===== src/rtl/rdp_map.svh =====
// Register offsets, field positions, reset values and timing counts
// Included by the design modules, the checker and the bench; guard only
`ifndef RDP_MAP_SVH
`define RDP_MAP_SVH
`define RDP_ADDR_W 5
`define RDP_OFS_DEMOD 5'h00
`define RDP_OFS_IFACE 5'h04
`define RDP_OFS_CLK_A 5'h08
`define RDP_OFS_CLK_B 5'h0C
`define RDP_OFS_MAIN 5'h10
`define RDP_OFS_STATUS 5'h14
`define RDP_IF_SPLIT 0
`define RDP_IF_GATE_CS 1
`define RDP_IF_GATE_LOCK 2
`define RDP_MAIN_TX 0
`define RDP_MAIN_FSEL 1
`define RDP_RST_FMT 2'h0
`define RDP_RST_CLK 8'h00
`define RDP_XOSC_DIV 8
`define RDP_CNT_W 17
`endif


===== src/rtl/rdp_pkg.sv =====
// Types shared by the data port modules
// Uses no macros from rdp_map.svh and does not include it
package rdp_pkg;
  typedef enum logic [1:0] {
    RDP_FMT_NRZ = 2'h0,
    RDP_FMT_MAN = 2'h1,
    RDP_FMT_ASYNC_LO = 2'h2,
    RDP_FMT_ASYNC_HI = 2'h3
  } rdp_fmt_t;
  typedef struct packed {
    logic [1:0] pre2;
    logic [2:0] pre1;
    logic [2:0] ref_div;
  } rdp_clk_cfg_t;
  typedef enum logic [1:0] {
    RDP_RX_HUNT = 2'h0,
    RDP_RX_FIRST = 2'h1,
    RDP_RX_SECOND = 2'h3
  } rdp_rx_state_t;
endpackage


===== src/rtl/rdp_baud_gen.sv =====
// Baud divider: one-cycle pulse every half baud period
// Assumes i_clk is the crystal clock; restart realigns the phase
`timescale 1ns/1ps
`include "rdp_map.svh"
module rdp_baud_gen
  import rdp_pkg::*;
(
  input wire logic i_clk,
  input wire logic i_rstn,
  input wire logic i_restart,
  input wire rdp_clk_cfg_t i_cfg,
  output logic [`RDP_CNT_W-1:0] o_half,
  output logic o_half_tick
);
  logic [`RDP_CNT_W-1:0] cnt_reg;
  logic [7:0] pre1_x2;
  always_comb begin
    case (i_cfg.pre1)
      3'h0: pre1_x2 = 8'h05;
      3'h1: pre1_x2 = 8'h06;
      3'h2: pre1_x2 = 8'h08;
      3'h3: pre1_x2 = 8'h0F;
      3'h4: pre1_x2 = 8'h19;
      3'h5: pre1_x2 = 8'h50;
      3'h6: pre1_x2 = 8'h60;
      default: pre1_x2 = 8'h80;
    endcase
  end
  // half period = 8/2 * (ref+1) * prescale_factor_first * prescale_factor_second
  always_comb begin
    o_half = `RDP_CNT_W'((`RDP_XOSC_DIV / 4) * ({1'b0, i_cfg.ref_div} + 4'h1) * pre1_x2)
             << i_cfg.pre2;
  end
  always_ff @(posedge i_clk or negedge i_rstn) begin
    if (!i_rstn) begin
      cnt_reg <= '0;
    end else if (i_restart || cnt_reg >= o_half - `RDP_CNT_W'(1)) begin
      cnt_reg <= '0;
    end else begin
      cnt_reg <= cnt_reg + `RDP_CNT_W'(1);
    end
  end
  assign o_half_tick = !i_restart && cnt_reg >= o_half - `RDP_CNT_W'(1);
endmodule // rdp_baud_gen


===== src/rtl/rdp_bit_sync.sv =====
// Bit synchroniser: realigns on each input edge, samples mid-symbol
// Input is from logic on the same clock
`timescale 1ns/1ps
`include "rdp_map.svh"
module rdp_bit_sync (
  input wire logic i_clk,
  input wire logic i_rstn,
  input wire logic i_restart,
  input wire logic i_bit,
  input wire logic [`RDP_CNT_W-1:0] i_half,
  output logic o_bit,
  output logic o_strobe,
  output logic o_locked
);
  logic [`RDP_CNT_W-1:0] cnt_reg;
  logic prev_reg;
  logic edge_seen;
  assign edge_seen = i_bit != prev_reg;
  always_ff @(posedge i_clk or negedge i_rstn) begin
    if (!i_rstn) begin
      prev_reg <= 1'b0;
    end else begin
      prev_reg <= i_bit;
    end
  end
  always_ff @(posedge i_clk or negedge i_rstn) begin
    if (!i_rstn) begin
      cnt_reg <= '0;
    end else if (i_restart || edge_seen || cnt_reg >= (i_half << 1) - `RDP_CNT_W'(1)) begin
      cnt_reg <= '0;
    end else begin
      cnt_reg <= cnt_reg + `RDP_CNT_W'(1);
    end
  end
  always_ff @(posedge i_clk or negedge i_rstn) begin
    if (!i_rstn) begin
      o_locked <= 1'b0;
    end else if (i_restart) begin
      o_locked <= 1'b0;
    end else if (edge_seen) begin
      o_locked <= 1'b1;
    end
  end
  // Mid-symbol sample
  always_ff @(posedge i_clk or negedge i_rstn) begin
    if (!i_rstn) begin
      o_bit <= 1'b0;
      o_strobe <= 1'b0;
    end else begin
      o_strobe <= o_locked && !i_restart && cnt_reg == i_half - `RDP_CNT_W'(1);
      if (cnt_reg == i_half - `RDP_CNT_W'(1)) begin
        o_bit <= prev_reg;
      end
    end
  end
endmodule // rdp_bit_sync


===== src/rtl/rdp_data_port.sv =====
// Radio data port: line coding, bit sync and pin routing for the data side
// Avalon-MM register slave; host pins sampled through two flip-flops
//
// Summary of operation
// - Two-bit format field picks sync NRZ, async transparent or sync Manchester.
// - Sync NRZ transmit: device drives clock, samples host bit on rising edge.
// - Sync NRZ receive: device recovers timing, drives clock and data; host samples rising.
// - Async transmit modulates the data pin level directly, no sync or coding.
// - Async receive outputs raw demodulator data; host recovers timing itself.
// - Async, split clear: data pin carries both directions; clock pin shows format bit 0.
// - Async, split set: clock pin carries receive data; in transmit shows format bit 0.
// - Sync Manchester transmit: host gives NRZ bits on rising edge; device encodes.
// - Manchester carries one bit per two baud symbols: half the baud rate.
// - Sync Manchester receive: device syncs, decodes, presents NRZ with clock.
// - Zero is low-to-high, one is high-to-low, both encoding and decoding.
// - Sync modes keep the data clock running unless gating is enabled.
// - Sync with split set: lock pin outputs receive data in receive, inverted lock in transmit; else data pin bidirectional.
// - Baud is crystal over eight, reference divider plus one, and both prescalers.
// - Second prescaler codes 00..11 give factors 1, 2, 4, 8.
// - First prescaler codes give 2.5, 3, 4, 7.5, 12.5, 40, 48, 64.
// - Async mode passes any rate, ignoring divider settings.
//
// Register access over Avalon-MM and the address map were decided locally.
`timescale 1ns/1ps
`include "rdp_map.svh"
module rdp_data_port
  import rdp_pkg::*;
(
  input wire logic i_clk,
  input wire logic i_rstn,
  input wire logic [`RDP_ADDR_W-1:0] i_avs_address,
  input wire logic i_avs_read,
  input wire logic i_avs_write,
  input wire logic [31:0] i_avs_writedata,
  output logic [31:0] o_avs_readdata,
  output logic o_avs_waitrequest,
  input wire logic i_data_io_in,
  output logic o_data_io_out,
  output logic o_data_io_oe_n,
  output logic o_data_clock,
  output logic o_lock_pin,
  input wire logic i_demod_bit,
  input wire logic i_carrier_sense,
  input wire logic i_pll_lock,
  output logic o_mod_bit
);
  rdp_fmt_t fmt_reg;
  logic split_reg;
  logic gate_cs_reg;
  logic gate_lock_reg;
  rdp_clk_cfg_t clk_a_reg;
  rdp_clk_cfg_t clk_b_reg;
  logic tx_reg;
  logic fsel_reg;
  logic restart_reg;
  logic wait_reg;
  logic req;
  logic wr_en;
  logic din_meta_reg;
  logic din_sync_reg;
  logic [`RDP_CNT_W-1:0] half;
  logic half_tick;
  logic tick;
  logic clk_run;
  logic is_async;
  logic is_man;
  logic man_div_reg;
  logic toggle_now;
  logic rise;
  logic fall;
  logic data_clock_pin_reg;
  logic hold_bit_reg;
  logic mod_next;
  logic sym_bit;
  logic sym_strobe;
  logic sym_locked;
  logic first_sym_reg;
  logic dec_bit_reg;
  logic rx_out_reg;
  rdp_rx_state_t rx_state_reg;

  assign req = i_avs_read || i_avs_write;
  assign wr_en = i_avs_write && !wait_reg;
  assign is_async = fmt_reg[1];
  assign is_man = fmt_reg == RDP_FMT_MAN;

  // One wait cycle per access
  always_ff @(posedge i_clk or negedge i_rstn) begin
    if (!i_rstn) begin
      wait_reg <= 1'b1;
    end else begin
      wait_reg <= !(req && wait_reg);
    end
  end
  assign o_avs_waitrequest = wait_reg;

  always_ff @(posedge i_clk or negedge i_rstn) begin
    if (!i_rstn) begin
      o_avs_readdata <= '0;
    end else if (i_avs_read && wait_reg) begin
      if (i_avs_address == `RDP_OFS_DEMOD) begin
        o_avs_readdata <= {30'h0, fmt_reg};
      end else if (i_avs_address == `RDP_OFS_IFACE) begin
        o_avs_readdata <= {29'h0, gate_lock_reg, gate_cs_reg, split_reg};
      end else if (i_avs_address == `RDP_OFS_CLK_A) begin
        o_avs_readdata <= {24'h0, clk_a_reg};
      end else if (i_avs_address == `RDP_OFS_CLK_B) begin
        o_avs_readdata <= {24'h0, clk_b_reg};
      end else if (i_avs_address == `RDP_OFS_MAIN) begin
        o_avs_readdata <= {30'h0, fsel_reg, tx_reg};
      end else if (i_avs_address == `RDP_OFS_STATUS) begin
        o_avs_readdata <= {26'h0, rx_out_reg, o_mod_bit, sym_locked, clk_run, rx_state_reg};
      end else begin
        o_avs_readdata <= '0;
      end
    end
  end

  always_ff @(posedge i_clk or negedge i_rstn) begin
    if (!i_rstn) begin
      fmt_reg <= rdp_fmt_t'(`RDP_RST_FMT);
    end else if (wr_en && i_avs_address == `RDP_OFS_DEMOD) begin
      fmt_reg <= rdp_fmt_t'(i_avs_writedata[1:0]);
    end
  end

  always_ff @(posedge i_clk or negedge i_rstn) begin
    if (!i_rstn) begin
      split_reg <= 1'b0;
      gate_cs_reg <= 1'b0;
      gate_lock_reg <= 1'b0;
    end else if (wr_en && i_avs_address == `RDP_OFS_IFACE) begin
      split_reg <= i_avs_writedata[`RDP_IF_SPLIT];
      gate_cs_reg <= i_avs_writedata[`RDP_IF_GATE_CS];
      gate_lock_reg <= i_avs_writedata[`RDP_IF_GATE_LOCK];
    end
  end

  always_ff @(posedge i_clk or negedge i_rstn) begin
    if (!i_rstn) begin
      clk_a_reg <= rdp_clk_cfg_t'(`RDP_RST_CLK);
      clk_b_reg <= rdp_clk_cfg_t'(`RDP_RST_CLK);
    end else if (wr_en && i_avs_address == `RDP_OFS_CLK_A) begin
      clk_a_reg <= rdp_clk_cfg_t'(i_avs_writedata[7:0]);
    end else if (wr_en && i_avs_address == `RDP_OFS_CLK_B) begin
      clk_b_reg <= rdp_clk_cfg_t'(i_avs_writedata[7:0]);
    end
  end

  always_ff @(posedge i_clk or negedge i_rstn) begin
    if (!i_rstn) begin
      tx_reg <= 1'b0;
      fsel_reg <= 1'b0;
    end else if (wr_en && i_avs_address == `RDP_OFS_MAIN) begin
      tx_reg <= i_avs_writedata[`RDP_MAIN_TX];
      fsel_reg <= i_avs_writedata[`RDP_MAIN_FSEL];
    end
  end

  always_ff @(posedge i_clk or negedge i_rstn) begin
    if (!i_rstn) begin
      restart_reg <= 1'b1;
    end else begin
      restart_reg <= wr_en && i_avs_address != `RDP_OFS_STATUS &&
                     i_avs_address <= `RDP_OFS_MAIN && i_avs_address[1:0] == 2'h0;
    end
  end

  // Host data pin synchroniser
  always_ff @(posedge i_clk or negedge i_rstn) begin
    if (!i_rstn) begin
      din_meta_reg <= 1'b0;
      din_sync_reg <= 1'b0;
    end else begin
      din_meta_reg <= i_data_io_in;
      din_sync_reg <= din_meta_reg;
    end
  end

  // clock set follows frequency word select
  rdp_baud_gen u_baud (
    .i_clk(i_clk),
    .i_rstn(i_rstn),
    .i_restart(restart_reg),
    .i_cfg(fsel_reg ? clk_b_reg : clk_a_reg),
    .o_half(half),
    .o_half_tick(half_tick)
  );

  // optional gating by carrier sense or lock
  assign clk_run = !(gate_cs_reg && !i_carrier_sense) && !(gate_lock_reg && !i_pll_lock);
  assign tick = half_tick && clk_run && !is_async;
  // Manchester clock at half the NRZ rate
  assign toggle_now = tick && (!is_man || man_div_reg);
  assign rise = toggle_now && !data_clock_pin_reg;
  assign fall = toggle_now && data_clock_pin_reg;

  always_ff @(posedge i_clk or negedge i_rstn) begin
    if (!i_rstn) begin
      man_div_reg <= 1'b0;
    end else if (restart_reg) begin
      man_div_reg <= 1'b0;
    end else if (tick) begin
      man_div_reg <= !man_div_reg;
    end
  end

  always_ff @(posedge i_clk or negedge i_rstn) begin
    if (!i_rstn) begin
      data_clock_pin_reg <= 1'b0;
    end else if (restart_reg || is_async) begin
      data_clock_pin_reg <= 1'b0;
    end else if (toggle_now) begin
      data_clock_pin_reg <= !data_clock_pin_reg;
    end
  end

  // Transmit path
  always_comb begin
    mod_next = o_mod_bit;
    if (is_async) begin
      mod_next = din_sync_reg;
    end else if (rise) begin
      // sample on rising edge; zero starts low
      mod_next = din_sync_reg;
    end else if (fall && is_man) begin
      mod_next = !hold_bit_reg;
    end
  end

  always_ff @(posedge i_clk or negedge i_rstn) begin
    if (!i_rstn) begin
      o_mod_bit <= 1'b0;
      hold_bit_reg <= 1'b0;
    end else if (tx_reg) begin
      o_mod_bit <= mod_next;
      if (rise) begin
        hold_bit_reg <= din_sync_reg;
      end
    end
  end

  rdp_bit_sync u_sync (
    .i_clk(i_clk),
    .i_rstn(i_rstn),
    .i_restart(restart_reg || tx_reg || is_async),
    .i_bit(i_demod_bit),
    .i_half(half),
    .o_bit(sym_bit),
    .o_strobe(sym_strobe),
    .o_locked(sym_locked)
  );

  // Manchester symbol pairing, slip on equal pair
  always_ff @(posedge i_clk or negedge i_rstn) begin
    if (!i_rstn) begin
      rx_state_reg <= RDP_RX_HUNT;
      first_sym_reg <= 1'b0;
      dec_bit_reg <= 1'b0;
    end else if (restart_reg || !is_man || !sym_locked) begin
      rx_state_reg <= RDP_RX_HUNT;
    end else if (sym_strobe) begin
      case (rx_state_reg)
        RDP_RX_HUNT, RDP_RX_FIRST: begin
          first_sym_reg <= sym_bit;
          rx_state_reg <= RDP_RX_SECOND;
        end
        RDP_RX_SECOND: begin
          if (sym_bit != first_sym_reg) begin
            dec_bit_reg <= first_sym_reg;
            rx_state_reg <= RDP_RX_FIRST;
          end else begin
            first_sym_reg <= sym_bit;
          end
        end
        default: rx_state_reg <= RDP_RX_HUNT;
      endcase
    end
  end

  // present data on falling edge for host rising-edge capture
  always_ff @(posedge i_clk or negedge i_rstn) begin
    if (!i_rstn) begin
      rx_out_reg <= 1'b0;
    end else if (is_async) begin
      rx_out_reg <= i_demod_bit;
    end else if (fall) begin
      rx_out_reg <= is_man ? dec_bit_reg : sym_bit;
    end
  end

  // Pin routing
  always_ff @(posedge i_clk or negedge i_rstn) begin
    if (!i_rstn) begin
      o_data_clock <= 1'b0;
      o_data_io_out <= 1'b0;
      o_data_io_oe_n <= 1'b1;
      o_lock_pin <= 1'b1;
    end else begin
      if (is_async && split_reg && !tx_reg) begin
        o_data_clock <= rx_out_reg;
      end else if (is_async) begin
        // inactive clock pin at format bit 0
        o_data_clock <= fmt_reg[0];
      end else begin
        o_data_clock <= data_clock_pin_reg;
      end
      // data pin drives only in receive without split
      o_data_io_oe_n <= tx_reg || split_reg;
      o_data_io_out <= rx_out_reg;
      if (!is_async && split_reg && !tx_reg) begin
        // lock pin overridden with receive data
        o_lock_pin <= rx_out_reg;
      end else begin
        o_lock_pin <= !i_pll_lock;
      end
    end
  end
endmodule // rdp_data_port


===== config.mk =====
export PLATFORM = sky130hd
export DESIGN_NAME = rdp_data_port
export DESIGN_NICKNAME = d
export VERILOG_FILES = /design/src/rtl/rdp_pkg.sv /design/src/rtl/rdp_baud_gen.sv /design/src/rtl/rdp_bit_sync.sv /design/src/rtl/rdp_data_port.sv
export VERILOG_INCLUDE_DIRS = /design/src /design/src/rtl
export SDC_FILE = /design/constraint.sdc
export NUM_CORES = 1
export LEC_CHECK = 0
export ABC_CLOCK_PERIOD_IN_PS = 11750
export BUFFER_PORTS_ARGS = -buffer_cell sky130_fd_sc_hd__buf_4
export CORE_MARGIN = 2
export CORE_UTILIZATION = 34
export CTS_BUF_LIST = sky130_fd_sc_hd__clkbuf_8
export DETAILED_ROUTE_END_ITERATION = 10
export SETUP_SLACK_MARGIN = 0.15
export SKIP_CTS_REPAIR_TIMING = 1
export SYNTH_ARGS = -nofsm -noshare
export SYNTH_HDL_FRONTEND = slang
export SYNTH_SLANG_ARGS = --single-unit

===== constraint.sdc =====
create_clock -name i_clk -period 11.75 [get_ports i_clk]
set_clock_uncertainty 0.1 [all_clocks]
set_input_delay 1.175 -clock i_clk [delete_from_list [all_inputs] [get_ports i_clk]]
set_output_delay 1.175 -clock i_clk [all_outputs]
set_load 0.005 [all_outputs]

* Word-level counts from Yosys, hierarchy flattened *
Cells that the tools add are included.

word-level totals
  register bits = 110
  logic and storage cells = 169

operators by class
  reductions and logical operators = 71
  $add $sub $neg = 5
  shift operators = 1
  $lt $le $gt $ge = 3
  equality and inequality tests = 20
  bitwise logic cells = 2
  multiply operators = 1
  multiplexer cells = 31

operators by type and width
  cell                                                    count
  case mux 8 bit (7 select lines)                         1
  two-way mux 8 bit                                       5
  adder 17 x 1 -> 17 bit (second input constant)          2
  greater-or-equal comparator 17 bit                      2
  two-way mux 17 bit                                      2
  subtractor 17 x 1 -> 17 bit (second input constant)     2
  multiplier 31 x 8 -> 16 bit                             1
  logical AND 1 bit                                       27
  equality test 17 bit                                    1
  << shifter 17 x 2 -> 17 bit                             1
  two-way mux 1 bit                                       16
  logical NOT 1 bit                                       15
  two-way mux 6 bit                                       2
  nonzero test 2 bit                                      6
  logical OR 1 bit                                        11
  equality test 5 x 4 -> 1 bit (second input constant)    2
  equality test 5 bit (second input constant)             2
  equality test 3 bit (second input constant)             3
  AND reduction 2 bit                                     4
  AND reduction 4 bit                                     2
  equality test 3 x 2 -> 1 bit (second input constant)    2
  two-way mux 2 bit                                       3
  equality test 5 x 3 -> 1 bit (second input constant)    1
  less-or-equal comparator 5 bit (second input constant)  1
  other kinds (16)                                        20

* Logic depth before layout (Yosys ltp) *
  depth after elaboration = 16
  depth in mapped cells = 35

* Cells and area by module *
Synthesis repeated with hierarchy kept, for this count alone.

second synthesis, totals
  cell total of the unflattened synthesis = 837
  area, all modules = 7599.8 um2

modules (own cells, without submodules)
  module         area an instance (um2)  sequential area each (um2)  instances  cells an instance
  rdp_baud_gen   3012.9                  425.4                       1          380
  rdp_data_port  2546.2                  1206.2                      1          232
  rdp_bit_sync   2040.7                  525.5                       1          225

* Least setup slack after synthesis *
No wires, ideal clock.

  path type = register to register
  from = register fsel_reg
  to = register u_baud.cnt_reg[10]
  stages on the path, launching flop included = 35
  clock period less this slack = 7.810 ns
  data required time = 11.579 ns
  setup slack = 3.940 ns
  buffers on the path = 4
  arrival time = 7.638 ns
  path through = dfrtp_1 > buf_6 > buf_12 > mux2i_1 > inv_1 > ha_1 > xor2_1 > or2_2 > fa_1 > inv_1 > fa_1 > inv_1 > fa_1 > nor2b_1 > o22ai_1 > xnor2_1 > a21oi_1 > a21oi_1 > xor2_1 > ha_1 > a2111oi_0 > nand2_1 > a31oi_1 > o21a_1 > nand4b_1 > a211o_1 > nand4_1 > a2111oi_0 > o221ai_1 > nand3_1 > maj3_1 > a211o_1 > buf_2 > buf_2 > nor2_1

on the way
  longest elaborated chain between the ends = 9
  elaborated cells between the ends (all ways) = 16
  those cells by class = add/sub: 2; mul: 1; order compare: 1; eq/ne: 6; shift: 1; mux: 3; reduce/logical: 2

RTL lines
  item                                               line                  text
  from (decl)                                        rdp_data_port.sv:54   logic fsel_reg;
  from (signal assigned)                             rdp_data_port.sv:156  fsel_reg <= i_avs_writedata[`RDP_MAIN_FSEL];
  two-way mux 8 bit (*)                              rdp_data_port.sv:185  .i_cfg(fsel_reg ? clk_b_reg : clk_a_reg),
  equality test 3 bit, or another cell as far along  rdp_baud_gen.sv:18    case (i_cfg.pre1)
  case mux 8 bit (7 select lines)                    rdp_baud_gen.sv:18
  multiplier 31 x 8 -> 16 bit                        rdp_baud_gen.sv:31    o_half = `RDP_CNT_W'((`RDP_XOSC_DIV / 4) * ({1'b0, i_cfg.ref_div} + 4'h1) * pre1_x2)
  << shifter 17 x 2 -> 17 bit (no source line) (*)   n/a
  subtractor 17 x 1 -> 17 bit (*)                    rdp_baud_gen.sv:37    end else if (i_restart || cnt_reg >= o_half - `RDP_CNT_W'(1)) begin
  greater-or-equal comparator 17 bit (*)             rdp_baud_gen.sv:37
  logical OR 1 bit (*)                               rdp_baud_gen.sv:37
  two-way mux 17 bit (*)                             rdp_baud_gen.sv:37
  to (signal assigned)                               rdp_baud_gen.sv:40    cnt_reg <= cnt_reg + `RDP_CNT_W'(1);
  to (decl)                                          rdp_baud_gen.sv:15    logic [`RDP_CNT_W-1:0] cnt_reg;

Every way passes the cells marked *; elsewhere a longest branch is shown, timed or not.
A chain may end at the register's enable or synchronous reset.

* Worst setup path after layout *
Ends and elaborated chain as after synthesis.

==> results.yml <==
clocking:
  clock_latency_ps: 370
  cts_buffer_depth: 2
  cts_made_buffers: 9
  htreeDepth: 3
  path_clk_slew_ps: 100
  cts_sinks: 86
  cts_tree: "done"
  clockRootBuffer: "clkbuf_8"
layout:
  diodes: 0
  drive_gt1_frac: 0.1495
  final_util: 0.3740
  fillers: 2129
  area_growth_pct: 7.937
  layout.nets: 936
min_path:
  hold_class: "reg -> reg"
pwr:
  powerDensity_mw_per_mm2: 153.0
  pwr-share-clk: 0.172
  intPower_w: 0.0006698
  max-vdd-ir-drop_uv: 67.75
  power_frac_seq: 0.321
  power_frac_comb: 0.506
  p_sw_w: 0.0005333
  switching_share: 0.4433
  p_leak_nw: 3.622
synth:
  synthMuxAreaShare: 0.08023
  synth_compound_gate_area_share: 0.1577
  ys_ff_latch: 86
  synth_edf_count: 0
  synth-xor-area-share: 0.08057
  synth-simple-area-share: 0.2079
  async_flop_share: 1.000
  syn_avg_cell_area_sq_um: 8.904
  synth_fa_ha_area_frac: 0.1113
  synthCells: 818
  yosys_warnings: 0
  ys.flop_type: "dfrtp_1"
  ys_seq_area_frac: 0.2962
  synth_top_family_by_area: "simple AND/OR/NAND/NOR gates"
  synth_cell_types: 85
  syn_area_sq_mm: 0.007283
timing:
  finalHoldViolCount: 0
  tightestPinTransition_ps: 881.2
  setup_viol: 0
  max_freq_ghz: 0.1047
  tns_ps: 0
  fin_crit_sh: 0.8131
  slew_headroom: 0.4125
  rsz0062_at_grt: "no"
  slew_violations: 0
  final.min_clock_period_ps: 9554
worst_setup_path:
  startpoint: "fsel_reg$_DFFE_PN0P_"
  arrival_ps: 9750
  crit_type: "reg -> reg"
  slowest_stage: "dfrtp_1"
  cp-end-kind: "flip-flop"
  r2r_cells: 30
  worstPathRequired_ps: 11950
  crit_cells: 30
  crit_family: "compound AO/OA/AOI/OAI gates"
  worstSetupStartpointType: "flip-flop"
  slowest_delay_ps: 930
  regToRegStartpoint: "fsel_reg$_DFFE_PN0P_"
  critPathCapture: "u_baud.cnt_reg[10]$_DFF_PN0_"
  r2r-end: "u_baud.cnt_reg[10]$_DFF_PN0_"
  ff2ff_setup_slack_ps: 2200
  crit_buf_inv: 3
  cp_max_fo: 17
floorplan:
  die_h_um: 150.4
  std_cell_rows: 53
  die_area_sq_mm: 0.02261
  io_pins: 83
  die_w_um: 150.4
  core-area_sq_mm: 0.02102
  start_util: 0.3465
placed_design:
  gp_congestion: 0.8684
  portBuffers: 34
  dp_hpwl_um: 12420
flow_run:
  drv_cap: 0
grt:
  grt_pass1_vias: 5656
  grt_max_degree: 66
  grt_pass1_wl_um: 28480
  grt_util_met2: 0.2348
  antenna_found_initial: 0
  grt.total_usage: 0.1534
  use_met3: 0.01515
  met1_usage: 0.2288
  overflow: 0
  grt-busiest-layer: "met2"
detailed_routing:
  post-route-drc-count: 0
  route.final.wire_length_um: 16390
  drtIter0Drc: 384
  vias: 5866
  avgViaCountPerCell: 5.247
  detail_route.wl_per_cell_um: 14.66
  dr.pass1.iters: 5
  ant_nets: 0
status:
  status: "finished clean"
==> how the worst min path moves through the flow <==
stage	slack, ps	from	cells after the start	endpoint
2_1_floorplan	230	din_meta_reg$_DFF_PN0_	0	din_sync_reg$_DFF_PN0_
3_3_place_gp	230	din_meta_reg$_DFF_PN0_	0	din_sync_reg$_DFF_PN0_
3_5_place_dp	240	din_meta_reg$_DFF_PN0_	0	din_sync_reg$_DFF_PN0_
4_1_cts	260	din_meta_reg$_DFF_PN0_	0	din_sync_reg$_DFF_PN0_
5_1_grt	270	din_meta_reg$_DFF_PN0_	0	din_sync_reg$_DFF_PN0_
6_report	250	din_meta_reg$_DFF_PN0_	0	din_sync_reg$_DFF_PN0_
==> worst reg2reg max path: cells and delay by family (launching register included) <==
family                     cells  cell delay (ps)
AOI/OAI and AO/OA             10             2610
DFF                            1              930
buffers and inverters          3              350
adders and majority gates      6             2490
and+or+nand+nor                7             1210
xor gates and xnor gates       3             1070
muxes                          1              740
==> synthesized netlist by cell type (6+ instances only) <==
cell,count,area [sq um]
mux2i_1,17,170.2
nand2b_1,7,43.79
nor3_1,18,90.09
nand3_1,30,150.1
nor3b_2,8,100.1
a31oi_1,7,43.79
inv_1,41,153.9
or3_1,6,37.54
ha_1,41,513.0
a22oi_1,7,52.55
nand2_1,67,251.5
dfrtp_1,82,2052
mux2_2,29,326.6
nor2_1,77,289.0
a21o_1,15,112.6
o21ai_0,46,230.2
and3_1,24,150.1
buf_4,25,187.7
xor2_1,34,297.8
nor2b_1,8,50.05
fa_1,12,240.2
and2_1,8,50.05
nand4_1,18,112.6
xnor2_1,33,289.0
clkbuf_1,16,60.06
a21oi_1,33,165.2
==> cell type report <==
| cell class | count | area, sq um | share of cell area |
|---|---|---|---|
| clock inverter | 6 | 52.55 | 0.006685 |
| inverter | 41 | 153.9 | 0.01958 |
| sequential | 86 | 2157 | 0.2744 |
| clock buffer | 10 | 137.6 | 0.01751 |
| tap | 275 | 344.1 | 0.04377 |
| timing repair buffer | 37 | 277.8 | 0.03533 |
| multi-input combinational | 663 | 4738 | 0.6027 |
==> power groups by stage <==
stage | logic (W) | registers, W | clock network, W
after floorplan | 0.000480 | 0.000372 | 0
after global placement | 0.000601 | 0.000392 | 0
after detailed placement | 0.000608 | 0.000393 | 0
after CTS | 0.000613 | 0.000387 | 0.000213
after global routing | 0.000695 | 0.000394 | 0.000225
final | 0.000609 | 0.000387 | 0.000208
==> placed cells by master (no fill, tap or decap), types with 15 or more instances in the layout <==
master and instances:
nand2_1 67, xnor2_1 33, nand3_1 30, ha_1 41, buf_4 37, and3_1 24
nor2_1 77, o21ai_0 46, a21oi_1 33, nand4_1 18, mux2_2 29, dfrtp_1 82
xor2_1 34, a21o_1 15, mux2i_1 16, nor3_1 18, inv_1 41, conb_1 24
==> layer usage <==
layer	routed length, um	part of all wire
met3	583	0.036
met2	7226	0.44
met4	253	0.015
met1	8325	0.51
met5	0	0
==> cell families after synthesis <==
logic type | count (synthesis)
AO/OA/AOI/OAI | 167
XOR/XNOR | 67
adder cells (fa/ha/maj) | 58
buffers and inverters | 92
flip-flops | 86
multiplexers | 52
other | 1
AND/OR/NAND/NOR | 295
==> through the flow <==
| step | instance area [sq um] | cells | setup slack [ps] | hold slack [ps] | total power [W] |
|---|---|---|---|---|---|
| 6_report | 7861 | 1118 | 2196 | 254.7 | 0.001203 |
| 5_1_grt | 7861 | 1118 | 1331 | 267.0 | 0.001314 |
| 4_1_cts | 7861 | 1118 | 2179 | 257.7 | 0.001213 |
| 3_5_place_dp | 7671 | 1102 | 2258 | 235.8 | 0.001000 |
| 3_3_place_gp | 7671 | 1102 | 2235 | 234.2 | 0.0009926 |
| 2_1_floorplan | 7370 | 841 | 3940 | 231.2 | 0.0008520 |
(Power assumes the default switching activity.)
